===== src/rss_pkg.sv =====
// Package for the rotate, subtract and skip datapath.
// Assumes one instruction clock shared with the core sequencer.
package rss_pkg;

    ////////////////////////////////////////////////////////////////////////
    // Widths
    localparam int DATA_W    = 8;   // Data memory and working register
    localparam int WORD_W    = 15;  // Program memory word
    localparam int PROG_AW   = 12;  // Program memory address, 4K words
    localparam int PAGE_W    = 4;   // Page number part of the address
    localparam int TPTR_W    = 8;   // Table pointer, offset within a page
    localparam int BSEL_W    = 3;   // Bit number within a byte

    ////////////////////////////////////////////////////////////////////////
    // Field positions and fixed values
    localparam int       WORD_LO_MSB = 7;   // Low byte of a program word
    localparam int       WORD_HI_LSB = 8;   // High part of a program word
    localparam int       WORD_HI_W   = 7;   // Bits in the high part
    localparam int       NIB_MSB     = 3;   // Top bit of the low nibble
    localparam int       SIGN_BIT    = 7;   // Sign bit of a byte
    localparam logic [PAGE_W-1:0] LAST_PAGE = 4'hf;
    localparam logic [DATA_W-1:0] BYTE_ONES = 8'hff;
    localparam logic [DATA_W-1:0] BYTE_ZERO = 8'h00;
    localparam logic [DATA_W-1:0] BYTE_ONE  = 8'h01;

    ////////////////////////////////////////////////////////////////////////
    // Reset values
    localparam logic [DATA_W-1:0]  ACC_RST  = 8'h00;
    localparam logic [DATA_W-1:0]  TABLE_HIGH_LATCH_RST = 8'h00;
    localparam logic [PROG_AW-1:0] PADR_RST = 12'h000;

    ////////////////////////////////////////////////////////////////////////
    // Operations carried out by this datapath
    typedef enum logic [4:0] {
        OP_ROT_L,        // Rotate left, bit 7 into bit 0
        OP_ROT_R,        // Rotate right, bit 0 into bit 7
        OP_ROT_LC,       // Rotate left through borrow_inverse_bit
        OP_ROT_RC,       // Rotate right through borrow_inverse_bit
        OP_SUB,          // Subtract without borrow
        OP_SUB_B,        // Subtract with borrow
        OP_DEC_SKZ,      // Decrement, skip if zero
        OP_INC_SKZ,      // Increment, skip if zero
        OP_SKIP_BSET,    // Skip if selected bit is one
        OP_SKIP_BCLR,    // Skip if selected bit is zero
        OP_SKIP_ZERO,    // Skip if byte is zero
        OP_COPY_SKZ,     // Copy to working register, skip if zero
        OP_SET_BYTE,     // Byte to all ones
        OP_SET_BIT,      // Selected bit to one
        OP_SWAP,         // Exchange nibbles
        OP_TAB_CUR,      // Table read, current page
        OP_TAB_LAST,     // Table read, last page
        OP_XOR           // Exclusive-or
    } rss_op_t;

    // One instruction as handed over by the sequencer
    typedef struct packed {
        rss_op_t               op;
        logic                  to_acc;   // Copy form: result to register
        logic                  use_imm;  // Operand is immediate data
        logic [BSEL_W-1:0]     bit_sel;
        logic [DATA_W-1:0]     imm;
    } rss_req_t;

    // Status bits kept by this datapath
    typedef struct packed {
        logic signed_range;
        logic null_result;
        logic nibble_carry;
        logic borrow_inverse;
    } rss_flags_t;

    localparam rss_flags_t FLAGS_RST = '0;

    // Sequencer states
    typedef enum logic [1:0] {
        ST_IDLE,
        ST_DUMMY,
        ST_TBL_ADDR,
        ST_TBL_DATA
    } rss_state_t;

endpackage


===== src/rss_datapath.sv =====
// Rotate, subtract, skip, set, swap, table read and exclusive-or datapath.
// Assumes the core presents the addressed data byte with each request,
// writes back through mem_wr_* to the same address, and serves program
// memory one cycle after prog_rd_en_q. All inputs share clk.
//
// Function
// - Rotate right, bit 0 into 7, flags kept
// - Rotate left through carry, carry takes bit 7
// - Rotate right through carry, carry takes bit 0
// - Copy forms write only the working register
// - Borrow subtract into working register
// - Borrow subtract into memory byte
// - Carry clear on negative, set otherwise
// - Subtractions update all four status bits
// - Plain subtract, memory or immediate operand
// - Decrement, write back, skip if zero
// - Decrement copy to register, skip if zero
// - Increment and skip if zero, flags kept
// - Taken skip costs a second dummy cycle
// - Skip when selected bit is one
// - Skip when selected bit is zero
// - Skip when byte is zero, nothing altered
// - Copy byte to register, skip if zero
// - Set byte to ones or one bit
// - Nibble swap in place or to register
// - Current page table read to memory, latch
// - Last page table read likewise
// - Exclusive-or, only zero flag changes
module rss_datapath
    import rss_pkg::*;
(
    // Clock, reset, enable
    input  wire logic               clk,
    input  wire logic               rst_n,
    input  wire logic               ce,
    // Instruction request
    input  wire logic               op_valid,
    input  wire rss_req_t           op_req,
    input  wire logic [DATA_W-1:0]  mem_rd_data,
    output logic                    op_ready_q,
    output logic                    done_q,
    output logic                    skip_q,
    // Data memory write back
    output logic                    mem_wr_en_q,
    output logic [DATA_W-1:0]       mem_wr_data_q,
    // Program memory for table reads
    input  wire logic [PROG_AW-1:0] pc,
    input  wire logic [TPTR_W-1:0]  table_pointer,
    input  wire logic [WORD_W-1:0]  prog_rd_data,
    output logic                    prog_rd_en_q,
    output logic [PROG_AW-1:0]      prog_addr_q,
    // Architectural state
    output logic [DATA_W-1:0]       working_register_q,
    output rss_flags_t              flags_q,
    output logic [DATA_W-1:0]       table_high_latch_q
);

    ////////////////////////////////////////////////////////////////////////
    // Helpers

    // Byte is all zero
    function automatic logic is_zero(input logic [DATA_W-1:0] v);
        return v == BYTE_ZERO;
    endfunction

    // One-hot mask for a selected bit
    function automatic logic [DATA_W-1:0] bit_mask(
        input logic [BSEL_W-1:0] s);
        logic [DATA_W-1:0] m;
        m = BYTE_ZERO;
        m[s] = 1'b1;
        return m;
    endfunction

    // Operation belongs to the subtraction group
    function automatic logic is_sub(input rss_op_t o);
        return (o == OP_SUB) || (o == OP_SUB_B);
    endfunction

    // Operation is a table read
    function automatic logic is_tab(input rss_op_t o);
        return (o == OP_TAB_CUR) || (o == OP_TAB_LAST);
    endfunction

    ////////////////////////////////////////////////////////////////////////
    // State

    rss_state_t          state_q;
    rss_state_t          state_d;
    logic [DATA_W-1:0]   acc_d;
    rss_flags_t          flags_d;
    logic                wr_en_d;
    logic [DATA_W-1:0]   wr_data_d;
    logic                skip_d;
    logic                done_d;

    ////////////////////////////////////////////////////////////////////////
    // Operand decode

    wire logic          accept   = ce && op_valid && op_ready_q;
    wire rss_op_t       op       = op_req.op;
    wire logic [DATA_W-1:0] m    = mem_rd_data;
    wire logic [DATA_W-1:0] acc  = working_register_q;
    wire logic          c_in     = flags_q.borrow_inverse;
    wire logic          sel_bit  = m[op_req.bit_sel];

    // Plain rotates and carry rotates
    wire logic [DATA_W-1:0] rot_l  = {m[6:0], m[7]};
    wire logic [DATA_W-1:0] rot_r  = {m[0], m[7:1]};
    wire logic [DATA_W-1:0] rot_lc = {m[6:0], c_in};
    wire logic [DATA_W-1:0] rot_rc = {c_in, m[7:1]};

    // Step, swap, set and exclusive-or results
    wire logic [DATA_W-1:0] dec_v  = m - BYTE_ONE;
    wire logic [DATA_W-1:0] inc_v  = m + BYTE_ONE;
    wire logic [DATA_W-1:0] swap_v = {m[3:0], m[7:4]};
    wire logic [DATA_W-1:0] sbit_v = m | bit_mask(op_req.bit_sel);
    wire logic [DATA_W-1:0] opd    = op_req.use_imm ? op_req.imm : m;
    wire logic [DATA_W-1:0] xor_v  = acc ^ opd;

    // Subtraction; borrow enters only for the borrow form
    wire logic          bw_in = (op == OP_SUB_B) && !c_in;
    wire logic [DATA_W:0] diff =
        {1'b0, acc} - {1'b0, opd} - {{DATA_W{1'b0}}, bw_in};
    wire logic [NIB_MSB+1:0] nib =
        {1'b0, acc[NIB_MSB:0]} - {1'b0, opd[NIB_MSB:0]}
        - {{NIB_MSB+1{1'b0}}, bw_in};
    wire logic [DATA_W-1:0] sub_v = diff[DATA_W-1:0];
    wire logic sub_ov = (acc[SIGN_BIT] != opd[SIGN_BIT])
                     && (sub_v[SIGN_BIT] != acc[SIGN_BIT]);

    ////////////////////////////////////////////////////////////////////////
    // Result selection

    function automatic logic [DATA_W-1:0] pick(input rss_op_t o);
        unique case (o)
            OP_ROT_L:     return rot_l;
            OP_ROT_R:     return rot_r;
            OP_ROT_LC:    return rot_lc;
            OP_ROT_RC:    return rot_rc;
            OP_SUB,
            OP_SUB_B:     return sub_v;
            OP_DEC_SKZ:   return dec_v;
            OP_INC_SKZ:   return inc_v;
            OP_SET_BYTE:  return BYTE_ONES;
            OP_SET_BIT:   return sbit_v;
            OP_SWAP:      return swap_v;
            OP_XOR:       return xor_v;
            default:      return m;   // Copy and test forms pass the byte
        endcase
    endfunction

    // A continuous call would wake only on op; this block also wakes on
    // every operand that the function reads
    logic [DATA_W-1:0] result;
    always_comb begin
        result = pick(op);
    end

    // Destination: register for copy forms, immediates, copy-skip
    wire logic has_dest = !(op inside {OP_SKIP_BSET, OP_SKIP_BCLR,
                                       OP_SKIP_ZERO, OP_TAB_CUR,
                                       OP_TAB_LAST});
    wire logic force_mem = (op == OP_SET_BYTE) || (op == OP_SET_BIT);
    wire logic dest_acc = (op == OP_COPY_SKZ)
                       || (op_req.to_acc && !force_mem)
                       || (op_req.use_imm && (is_sub(op)
                                              || op == OP_XOR));
    wire logic wr_acc = has_dest && dest_acc;
    wire logic wr_mem = has_dest && !dest_acc;

    // Skip conditions
    wire logic skip_hit =
        ((op == OP_DEC_SKZ) && is_zero(dec_v))
     || ((op == OP_INC_SKZ) && is_zero(inc_v))
     || ((op == OP_SKIP_BSET) && sel_bit)
     || ((op == OP_SKIP_BCLR) && !sel_bit)
     || ((op == OP_SKIP_ZERO) && is_zero(m))
     || ((op == OP_COPY_SKZ) && is_zero(m));

    // Table read address: page from program counter or last page
    wire logic [PAGE_W-1:0] tbl_page =
        (op == OP_TAB_LAST) ? LAST_PAGE
                            : pc[PROG_AW-1:PROG_AW-PAGE_W];
    wire logic [PROG_AW-1:0] tbl_addr = {tbl_page, table_pointer};

    ////////////////////////////////////////////////////////////////////////
    // Flag update

    always_comb begin
        flags_d = flags_q;
        if (accept && (state_q == ST_IDLE)) begin
            if (op == OP_ROT_LC) begin
                flags_d.borrow_inverse = m[7];
            end else if (op == OP_ROT_RC) begin
                flags_d.borrow_inverse = m[0];
            end else if (is_sub(op)) begin
                flags_d.borrow_inverse = !diff[DATA_W];
                flags_d.nibble_carry   = !nib[NIB_MSB+1];
                flags_d.signed_range   = sub_ov;
                flags_d.null_result    = is_zero(sub_v);
            end else if (op == OP_XOR) begin
                flags_d.null_result    = is_zero(xor_v);
            end
        end
    end

    ////////////////////////////////////////////////////////////////////////
    // Sequencing and write back

    always_comb begin
        state_d   = state_q;
        acc_d     = working_register_q;
        wr_en_d   = 1'b0;
        wr_data_d = mem_wr_data_q;
        skip_d    = 1'b0;
        done_d    = 1'b0;
        unique case (state_q)
            ST_IDLE: begin
                if (accept) begin
                    if (is_tab(op)) begin
                        state_d = ST_TBL_ADDR;
                    end else begin
                        done_d  = 1'b1;
                        skip_d  = skip_hit;
                        wr_en_d = wr_mem;
                        if (wr_mem) begin
                            wr_data_d = result;
                        end
                        if (wr_acc) begin
                            acc_d = result;
                        end
                        if (skip_hit) begin
                            state_d = ST_DUMMY;
                        end
                    end
                end
            end
            ST_DUMMY: begin
                state_d = ST_IDLE;
            end
            ST_TBL_ADDR: begin
                state_d = ST_TBL_DATA;
            end
            ST_TBL_DATA: begin
                state_d   = ST_IDLE;
                done_d    = 1'b1;
                wr_en_d   = 1'b1;
                wr_data_d = prog_rd_data[WORD_LO_MSB:0];
            end
        endcase
    end

    ////////////////////////////////////////////////////////////////////////
    // Registers

    // Sequencer and handshake
    always_ff @(posedge clk or negedge rst_n) begin
        if (!rst_n) begin
            state_q    <= ST_IDLE;
            op_ready_q <= 1'b0;
            done_q     <= 1'b0;
            skip_q     <= 1'b0;
        end else if (ce) begin
            state_q    <= state_d;
            op_ready_q <= (state_d == ST_IDLE);
            done_q     <= done_d;
            skip_q     <= skip_d;
        end
    end

    // Working register and status bits
    always_ff @(posedge clk or negedge rst_n) begin
        if (!rst_n) begin
            working_register_q <= ACC_RST;
            flags_q            <= FLAGS_RST;
        end else if (ce) begin
            working_register_q <= acc_d;
            flags_q            <= flags_d;
        end
    end

    // Data memory write back
    always_ff @(posedge clk or negedge rst_n) begin
        if (!rst_n) begin
            mem_wr_en_q   <= 1'b0;
            mem_wr_data_q <= BYTE_ZERO;
        end else if (ce) begin
            mem_wr_en_q   <= wr_en_d;
            mem_wr_data_q <= wr_data_d;
        end
    end

    // Program memory read strobe and address
    always_ff @(posedge clk or negedge rst_n) begin
        if (!rst_n) begin
            prog_rd_en_q <= 1'b0;
            prog_addr_q  <= PADR_RST;
        end else if (ce) begin
            prog_rd_en_q <= (state_d == ST_TBL_ADDR);
            if (accept && (state_q == ST_IDLE) && is_tab(op)) begin
                prog_addr_q <= tbl_addr;
            end
        end
    end

    // High part of the table word; top bit is never used
    always_ff @(posedge clk or negedge rst_n) begin
        if (!rst_n) begin
            table_high_latch_q <= TABLE_HIGH_LATCH_RST;
        end else if (ce && (state_q == ST_TBL_DATA)) begin
            table_high_latch_q <= {1'b0,
                prog_rd_data[WORD_HI_LSB +: WORD_HI_W]};
        end
    end

endmodule


===== config.mk =====
export PLATFORM = sky130hd
export DESIGN_NAME = rss_datapath
export DESIGN_NICKNAME = d
export VERILOG_FILES = /design/src/rss_pkg.sv /design/src/rss_datapath.sv
export SDC_FILE = /design/constraint.sdc
export NUM_CORES = 1
export LEC_CHECK = 0
export BUFFER_PORTS_ARGS = -buffer_cell sky130_fd_sc_hd__buf_2
export CAP_MARGIN = 5
export CORE_MARGIN = 2
export CORE_UTILIZATION = 54
export DETAILED_ROUTE_END_ITERATION = 10
export PLACE_DENSITY_LB_ADDON = 0.12
export SETUP_SLACK_MARGIN = 0.02
export SLEW_MARGIN = 10
export SYNTH_ARGS = -nofsm -noshare
export SYNTH_HDL_FRONTEND = slang
export SYNTH_SLANG_ARGS = --single-unit

===== constraint.sdc =====
create_clock -name clk -period 3.2 [get_ports clk]
set_input_delay 0.64 -clock clk [delete_from_list [all_inputs] [get_ports clk]]
set_output_delay 0.64 -clock clk [all_outputs]
set_load 0.01 [all_outputs]

==> results.txt, run 1 <==
The startpoint identified for the worst register-to-register timing path is c_in$_DFFE_PN0P_. The setup total negative slack is -0.0716 ns, and the final worst clock skew is 0.00553 ns. The max-capacitance violation count was 0; the number of placed I/O pins was 110. Final number of hold-violating endpoints: 0. The final reports fail on negative setup slack. Library cell used as clock root buffer: sky130_fd_sc_hd__clkbuf_8. The number of buffers added by the clock tree synthesis step is 5, and the detailed-route wire length is 13,400 µm. The average wire length per cell after detail routing was 18.6 µm.

Launch instance of the worst min-delay path: flags_q[1]$_DFFE_PN0P_. Sorting the synthesized cells by area gives the leading types as sky130_fd_sc_hd__dfrtp_1 27%, sky130_fd_sc_hd__mux2_2 7.5%, sky130_fd_sc_hd__ha_1 6.0%. Type of origin of the critical path: an input pin. The total congestion overflow was 0.

The floorplan step defined a core boundary enclosing 7650 µm². The data arrival at the endpoint of the critical path is 3.49 ns, and the final instance area is 5250 µm². The timing-limited maximum frequency was 0.306 GHz; the post-placement cell area was 5080 µm². The max-slew violation count came out at 0.

The peak supply drop is 0.547 mV. Setup repair after global routing could not meet its margin everywhere. The end of the worst hold path was flags_q[1]$_DFFE_PN0P_. The logs give 494 for the synthesized instance count and 3.67 mW for the total power. For this run, the detailed router's first-pass iteration total came to 5.

The Yosys step of the flow raised 0 warnings. The detail route stage leaves a number of antenna-violating nets equal to 0. The largest total area in the synthesized netlist belongs to sky130_fd_sc_hd__dfrtp_1. The number of fill cells in the layout is 628. The capturing element type of the critical path is a flip-flop.

During placement, the flow inserted port buffers numbering 100. For the via count of the first global-routing pass, the log shows 4,314. In this run the register-to-register setup slack is 0.08 ns. Final-layout worst hold slack: 0.489 ns.

The number of setup violations in the final report was 1. Clock-pin slew of the registers on the worst-case setup and hold paths: 0.08 ns. The final critical delay including setup and external delays is 3.27 ns, and the depth of the most critical reg-to-reg path is 9.

The number of synthesized flops with an enable pin is 0, and the pin count of the biggest net entering global routing is 47. After clock tree synthesis, the flow added hold-fix buffers numbering 0. For the clock latency reported for the late side of the worst-skew pair, the log shows 0.30 ns. The share of synthesized area in the top cell type comes to 27.4%. The cell depth of the worst hold path is 2, and the portion of the post-synthesis area used by sequential elements is 27.4%.

Ranked by instance count, the synthesized netlist is headed by 46 x sky130_fd_sc_hd__dfrtp_1, 37 x sky130_fd_sc_hd__nor2_1, 32 x sky130_fd_sc_hd__inv_1. The final critical path takes up 102% of the cycle. TritonCTS built the clock tree.

The routed layout has 4,373 vias. The floorplan has 32 rows. Horizontal die dimension: 92.2 µm. The depth of the critical timing path with buffers and inverters included was 11.

After synthesis the netlist holds a flip-flop and latch count of 46. Counting every net in the synthesized netlist gives 581. The number of antenna diodes in the final layout is 0. Walking the worst path, the cells encountered are buf_6, nor3b_4, nand3b_1, fa_2, fa_2, nand2b_4, a2111o_1, a21oi_2, nor2_1, or4b_1, a31oi_1. Die extent in y: 92.2 µm. The analysis attributes to cell leakage a power of 2.46 nW. Via count normalized by instance count: 6.06. After synthesis the cells add up to 4200 µm². Family with the most delay on the worst path: simple AND/OR/NAND/NOR gates. Of the cells placed in the final design, the portion with a size suffix greater than 1 is 35.0%. The highest fanout seen on the critical path is 4, and the synthesis-to-layout area growth is 25.0%. By startpoint and endpoint, the worst setup path is classified as input pin to flip-flop. The die covers 8500 µm². Global routing used 32.4% of the available tracks across all layers. Data on the critical path is required at its endpoint by 3.42 ns. The run gives -0.0716 ns as the post-layout worst setup margin. For the pin with the worst max-slew slack, the measured transition is 0.993 ns. The initial antenna violation count was 0. The flow ran to the end, but the final reports show violations. The slowest stage of the critical path belongs to the cell sky130_fd_sc_hd__or4b_1.

For this configuration, the core starts out at a cell density of 54.9%. The top flip-flop cell by instance count after synthesis is sky130_fd_sc_hd__dfrtp_1. The maximum single-stage delay on the critical path is 0.54 ns. The first global-routing pass estimated 21,800 µm of wire. The cell with the most instances after synthesis is sky130_fd_sc_hd__dfrtp_1. After detailed routing, the number of remaining DRC violations is 0. Proportion of synthesized flip-flops having asynchronous set or reset: 100%.

The average instance area after synthesis is 8.51 µm². Routability-driven placement congestion ratio: 1.00. The logs give 0 for the post-CTS setup-driven buffer insertion count and 2 for the deepest clock path buffer count. Yosys mapped the design onto 75 distinct sky130hd cell types. In this run, the number of DRC markers left after iteration 0 of detailed routing was 324. The final layout contains 706 nets.

The class of the most critical hold timing path is flip-flop to flip-flop. In this run the power density over the cells is 698 nW/µm². The most numerous cell type found on the critical path is sky130_fd_sc_hd__fa_2. The clock net in this run drives a total of 46 sinks.

The buffer and inverter count on the worst path was 1. In this run the critical register-to-register path is captured at flags_q[2]$_DFFE_PN0P_. The HPWL after detailed placement came out at 10,500 µm. The run gives 33.8% as the headroom to the max-slew limit. The H-tree was split into 2 levels.
[what timing repair did]
| action | 4_1_cts | 5_1_grt |
|---|---|---|
| resized for setup | 0 | 18 |
| setup endpoints to repair | 2 | 11 |
| pin swaps | 0 | 4 |
[state kept, by name, summed over array words and instances (netlist names)]
name                flops
flags_q                 3
c_in                    1
state_q                 2
mem_wr_data_q           8
table_high_latch_q      7
prog_addr_q            12
prog_rd_en_q            1
done_q                  1
skip_q                  1
working_register_q      8
op_ready_q              1
mem_wr_en_q             1
[cells in the final DEF, fill, tap and decap left out, types with 10 or more instances in the layout]
cell                       count
sky130_fd_sc_hd__o21ai_0      17
sky130_fd_sc_hd__buf_2        97
sky130_fd_sc_hd__nor3_1       11
sky130_fd_sc_hd__dfrtp_1      46
sky130_fd_sc_hd__nand2_1      31
sky130_fd_sc_hd__nand4_1      10
sky130_fd_sc_hd__mux2_2       28
sky130_fd_sc_hd__ha_1         20
sky130_fd_sc_hd__a21oi_1      20
sky130_fd_sc_hd__inv_1        31
sky130_fd_sc_hd__mux2i_1      11
sky130_fd_sc_hd__buf_4        53
sky130_fd_sc_hd__nor2_1       37
sky130_fd_sc_hd__o211ai_1     13
sky130_fd_sc_hd__o22ai_1      12
[layout make-up]
cell class / count / area (µm²) / area share, %
multi-input cells: 380 / 2840 / 54.0
flip-flops and latches: 46 / 1150 / 21.9
repair buffers: 153 / 917 / 17.5
well taps: 102 / 128 / 2.43
inverters: 33 / 124 / 2.36
clock buffers: 7 / 86.3 / 1.64
clock inverters: 1 / 8.76 / 0.167
[metal layers]
layer,vias to the layer above,wire length [µm],global-route usage (%)
li1,2092,-,-
met1,2088,5940,44.3
met2,167,6320,53.9
met3,26,806,3.86
met4,0,348,9.58
met5,-,0,0
[through the flow]
stage          setup WS, ns  util, %  std cells
2_1_floorplan        -0.128        -        494
3_3_place_gp         -0.305     66.5        714
3_5_place_dp         -0.313     66.5        714
4_1_cts             -0.0268     67.7        722
5_1_grt              -0.117     68.7        722
6_report            -0.0716     68.7        722
[power breakdown]
part | internal [mW] | switching, mW
logic | 1.10 | 1.21
clock network | 0.179 | 0.198
registers | 0.818 | 0.162
total | 2.09 | 1.58
[cells by family (layout without fill, tap and decap cells)]
kind of cell | after synthesis | after routing | share of synthesized area [%]
flops | 46 | 46 | 27.4
mux | 40 | 40 | 10.7
fa+ha+maj | 22 | 22 | 6.91
xor+xnor | 16 | 16 | 3.34
simple gates | 164 | 164 | 21.6
buf+inv | 68 | 194 | 6.70
other cells | 1 | 1 | 0.0893
compound gates | 137 | 137 | 23.3
[worst max-delay path by stage]
stage	from	end
after floorplan	op_req[16]	flags_q[2]$_DFFE_PN0P_
after global placement	op_req[13]	mem_wr_data_q[1]$_DFFE_PN0P_
after detailed placement	op_req[13]	flags_q[2]$_DFFE_PN0P_
after CTS	op_req[13]	flags_q[2]$_DFFE_PN0P_
after global routing	op_req[17]	flags_q[2]$_DFFE_PN0P_
final	op_req[17]	flags_q[2]$_DFFE_PN0P_
[worst min-delay path: stages (launching register included)]
cell	delay, ns
sky130_fd_sc_hd__dfrtp_1	0.34
sky130_fd_sc_hd__nand2_1	0.05
sky130_fd_sc_hd__o21ai_0	0.07
No activity file was read; power rests on OpenSTA's default activity.
==> inputs of run 2 (changes only) <==
--- a/config.mk
+++ b/config.mk
@@ -5,6 +5,7 @@
 export SDC_FILE = /design/constraint.sdc
 export NUM_CORES = 1
 export LEC_CHECK = 0
+export ABC_AREA = 1
 export BUFFER_PORTS_ARGS = -buffer_cell sky130_fd_sc_hd__buf_2
 export CAP_MARGIN = 5
 export CORE_MARGIN = 2
==> run 2 against run 1 <==
- the flow now finishes without violations
- sequential power is 1% lower
- cell count is 14% higher
- critical path depth is 4 higher
- first-iteration DRC count is 5.2% lower
- count of clock-buffer cells in the layout is 2 lower
- combinational power is 22% lower
- synthesized cell count is 22% higher
==> results.txt, run 2 <==
The flow ran to the end, and the final reports show no timing, DRC or antenna violations. The clock net sink count was 46 (unchanged). HPWL after detailed placement: 9840 µm (was 10,500 µm).

The number of placement rows is 31 (was 32), and the routability-driven placement congestion ratio is 1.01 (was 1.00). The clock-pin slew of the registers on the worst-case setup and hold paths was 0.10 ns (was 0.08 ns); the fraction of post-synthesis cell area in the top cell type by area was 29.1% (was 27.4%). For the area inside the core boundary, the log shows 7180 µm² (was 7650 µm²). The final instance area was 4820 µm² (was 5250 µm²).

The wire length of the first global-routing pass is 19,200 µm (was 21,800 µm), and the internal cell power is 1.70 mW (was 2.09 mW). The proportion of synthesized flip-flops having asynchronous set or reset was 100% (unchanged). The average wire length per cell after detail routing was 15.0 µm (was 18.6 µm); the highest fanout seen on the critical path was 3 (was 4).

Average instance area after synthesis: 6.55 µm² (was 8.51 µm²). The final worst clock skew came out at 0.0120 ns (was 0.00553 ns). The run gives 307 (was 324) as the violation count after the first detailed-route iteration. The number of buffers added by the clock tree synthesis step was 5 (unchanged). The final routed DRC violation total is 0 (unchanged), and the synthesis-to-layout area growth is 21.8% (was 25.0%). Registers with the highest flip-flop counts: prog_addr_q x12, mem_wr_data_q x8, working_register_q x8 (unchanged). The top flip-flop cell by instance count after synthesis is sky130_fd_sc_hd__dfrtp_1 (unchanged).

The count of buffers inserted at the top-level ports came out at 100 (unchanged). The tools report the pin count of the biggest net entering global routing as 47 (unchanged). The origin of the worst setup path is op_req[16] (was op_req[17]).

The top register by number of flip-flops is prog_addr_q (unchanged). The die extent in y came out at 89.6 µm (was 92.2 µm). The most common library cell in the layout ignoring fill and taps is sky130_fd_sc_hd__nand2_1 (was sky130_fd_sc_hd__buf_2). The number of flip-flops under the largest register name is 12 (unchanged). The run gives 0 (unchanged) as the max-slew violation count. The flip-flop and latch count after synthesis was 46 (unchanged); the flop-to-flop setup slack was 0.41 ns (was 0.08 ns). The number of synthesized flops with an enable pin was 0 (unchanged); the via count of the first global-routing pass was 4,002 (was 4,314).

The timing-limited maximum frequency is 0.337 GHz (was 0.306 GHz). The ratio of total power to cell area is 655 nW/µm² (was 698 nW/µm²), and the maximum single-stage delay on the critical path is 0.44 ns (was 0.54 ns). The deepest clock path buffer count was 2 (unchanged); the static power due to leakage was 2.77 nW (was 2.46 nW). Launch instance of the worst min-delay path: prog_addr_q[6]$_DFFE_PN0P_ (was flags_q[1]$_DFFE_PN0P_). The total number of vias came out at 4,445 (was 4,373). Setup repair after global routing left no endpoint under its margin. The portion of the post-synthesis area used by sequential elements was 29.1% (was 27.4%); the number of placed I/O pins was 110 (unchanged). The cell type with the highest aggregate area in the netlist was sky130_fd_sc_hd__dfrtp_1 (unchanged). The fraction of layout instances using a drive strength above 1 works out to 24.3% (was 35.0%). The depth of the critical timing path with buffers and inverters included works out to 15 (was 11). The run gives 30.9% (was 32.4%) as the total global routing track utilization. The sequential power share came out at 30.6% (was 26.7%). For the total number of H-tree levels, the log shows 2 (unchanged).

The max-capacitance violation count came out at 0 (unchanged). For the setup total negative slack, the log shows 0 ns (was -0.0716 ns). Commonest non-fill, non-tap cells in the layout: 215 x sky130_fd_sc_hd__nand2_1, 100 x sky130_fd_sc_hd__buf_2, 65 x sky130_fd_sc_hd__inv_1 (was 97 x sky130_fd_sc_hd__buf_2, 53 x sky130_fd_sc_hd__buf_4, 46 x sky130_fd_sc_hd__dfrtp_1).

The classification of the worst setup path is input pin to flip-flop (unchanged). The detailed-route wire length was 12,400 µm (was 13,400 µm); the synthesized instance count was 604 (was 494). TritonCTS built the clock tree.

For the number of setup violations in the final report, the log shows 0 (was 1). The post-synthesis net count came out at 691 (was 581). The cell with the most instances after synthesis is sky130_fd_sc_hd__nand2_1 (was sky130_fd_sc_hd__dfrtp_1). Capturing element type of the critical path: a flip-flop (unchanged). The total number of yosys warnings is 0 (unchanged), and the number of routed nets with antenna violations is 0 (unchanged). Class of the most critical hold timing path: flip-flop to flip-flop (unchanged). The final net count is 813 (was 706), and the slew at the pin with the worst max-slew slack is 0.997 ns (was 0.993 ns). Series of cell instances along the critical path: buf_2, nor2_4, nand2_4, inv_1, nand3_1, fa_1, fa_1, o21ai_0, nand2_1, buf_4, nand4_1, o211ai_1, xnor2_1, nand2_1, a22o_1 (was buf_6, nor3b_4, nand3b_1, fa_2, fa_2, nand2b_4, a2111o_1, a21oi_2, nor2_1, or4b_1, a31oi_1). Final number of hold-violating endpoints: 0 (unchanged).

The library cell used as clock root buffer is sky130_fd_sc_hd__clkbuf_8 (unchanged). The data arrival at the endpoint of the critical path is 3.18 ns (was 3.49 ns). Dominant cells by area after synthesis: sky130_fd_sc_hd__dfrtp_1 29%, sky130_fd_sc_hd__nand2_1 20%, sky130_fd_sc_hd__ha_1 6.3% (was sky130_fd_sc_hd__dfrtp_1 27%, sky130_fd_sc_hd__mux2_2 7.5%, sky130_fd_sc_hd__ha_1 6.0%).

The tools report the switching power of the nets as 1.46 mW (was 1.58 mW). The part of the cycle the worst path needs is 92.6% (was 102%), and the net switching share of the total power is 46.1% (was 42.9%). The headroom to the max-slew limit came out at 33.6% (was 33.8%). The depth of the most critical reg-to-reg path was 12 (was 9); the peak supply drop was 0.321 mV (was 0.547 mV). The total congestion overflow came out at 0 (unchanged). Critical path capture point: c_in$_DFFE_PN0P_ (was flags_q[2]$_DFFE_PN0P_).

The starting density of the core is 55.1% (was 54.9%), and the via count normalized by instance count is 5.38 (was 6.06). The final critical delay including setup and external delays is 2.96 ns (was 3.27 ns). The horizontal die dimension was 89.6 µm (was 92.2 µm). The endpoint of the most critical register-to-register path is c_in$_DFFE_PN0P_ (was flags_q[2]$_DFFE_PN0P_). The family with the most delay on the worst path is adder cells (was simple AND/OR/NAND/NOR gates). The run gives 656 (was 628) as the number of fill cells in the layout.

The tools report the number of iterations in the first detailed-routing pass as 5 (unchanged). The initial antenna violation count was 0 (unchanged); the post-synthesis instance area was 3960 µm² (was 4200 µm²). The end-of-flow core utilization came out at 67.2% (was 68.7%).

Clock latency reported for the late side of the worst-skew pair: 0.32 ns (was 0.30 ns). The fraction of power consumed by the clock network came out at 12.0% (was 10.3%). Cell at the slowest stage of the critical path: sky130_fd_sc_hd__fa_1 (was sky130_fd_sc_hd__or4b_1).

Cell types with the highest counts after synthesis: 215 x sky130_fd_sc_hd__nand2_1, 65 x sky130_fd_sc_hd__inv_1, 50 x sky130_fd_sc_hd__nor2_1 (was 46 x sky130_fd_sc_hd__dfrtp_1, 37 x sky130_fd_sc_hd__nor2_1, 32 x sky130_fd_sc_hd__inv_1). The tools report the start of the worst register-to-register path as c_in$_DFFE_PN0P_ (unchanged). The post-CTS setup-driven buffer insertion count was 0 (unchanged); the endpoint required time on the critical path was 3.41 ns (was 3.42 ns). Post-synthesis cell type count: 45 (was 75). The die area was 8030 µm² (was 8500 µm²); the post-placement cell area was 4720 µm² (was 5080 µm²).

The tools report the combinational group share of total power as 57.3% (was 63.0%). The run gives 0 (unchanged) as the antenna diode count. The buffer and inverter count on the worst path was 3 (was 1).

The type of origin of the critical path is an input pin (unchanged).
run 2: changes by cell type after synthesis, sizes merged, moves of 10 or more:
cell | before | now
nand3 | 9 | 32
o21ai | 19 | 35
inv | 32 | 77
clkbuf | 22 | 6
nor2 | 39 | 58
nand2 | 32 | 221
mux2i | 11 | 0
nor2b | 10 | 0
mux2 | 28 | 0
run 2: through the flow:
stage                     hold slack, ns  setup slack, ns  power (mW)  instances
after global routing               0.502           0.0301        3.44        826
after floorplan                    0.344            0.302        2.08        604
final                              0.473            0.236        3.16        826
after detailed placement           0.453          -0.0188        2.75        818
after CTS                          0.478            0.303        3.14        826
after global placement             0.448         -0.00526        2.70        818
run 2: repair_timing:
| item | 4_1_cts | 5_1_grt |
|---|---|---|
| hold buffers | 0 | 0 |
| setup endpoints to repair | 0 | 1 |
| gates resized for setup | 0 | 1 |
run 2: cells by family after synthesis:
family | count (synthesis) | synth area share, %
adders and majority gates | 22 | 7.34
DFF | 46 | 29.1
AOI/OAI and AO/OA | 80 | 12.0
other | 1 | 0.0948
and+or+nand+nor | 345 | 38.1
xor gates and xnor gates | 16 | 3.54
buffers and inverters | 94 | 9.77
run 2: final cells by class:
cell class | instances | area (µm²) | share of cell area, %
Inverter | 77 | 289 | 6.00
Tap cell | 99 | 124 | 2.57
Clock inverter | 3 | 23.8 | 0.493
Timing Repair Buffer | 132 | 741 | 15.4
Clock buffer | 5 | 68.8 | 1.43
Multi-Input combinational cell | 464 | 2420 | 50.3
Sequential cell | 46 | 1150 | 23.9
run 2: metal layers:
layer	share of wire, %	global-route usage, %	up-vias
li1	-	-	2185
met1	43	43.6	2010
met2	46	49.5	237
met3	9.3	5.39	13
met4	1.1	7.06	0
met5	0	0	-
run 2: how the worst min path moves through the flow:
stage | to | slack [ns] | depth (start not counted)
finish | prog_addr_q[6]$_DFFE_PN0P_ | 0.47 | 2
global route | prog_addr_q[7]$_DFFE_PN0P_ | 0.50 | 2
CTS | prog_addr_q[9]$_DFFE_PN0P_ | 0.48 | 2
detailed placement | prog_addr_q[9]$_DFFE_PN0P_ | 0.45 | 2
global placement | prog_addr_q[5]$_DFFE_PN0P_ | 0.45 | 2
floorplan | c_in$_DFFE_PN0P_ | 0.34 | 0
run 2: power groups by stage:
stage	clock, mW	sequential, mW	combinational (mW)
after floorplan	0	1.07	1.01
after detailed placement	0	0.976	1.78
after global routing	0.407	0.996	2.04
after CTS	0.385	0.966	1.79
final	0.380	0.967	1.81
after global placement	0	0.965	1.73
run 2: worst min-delay path, cell delays in order (launching register included):
cell                      delay, ns
sky130_fd_sc_hd__dfrtp_1       0.35
sky130_fd_sc_hd__nand2_1       0.05
sky130_fd_sc_hd__nand2_1       0.04
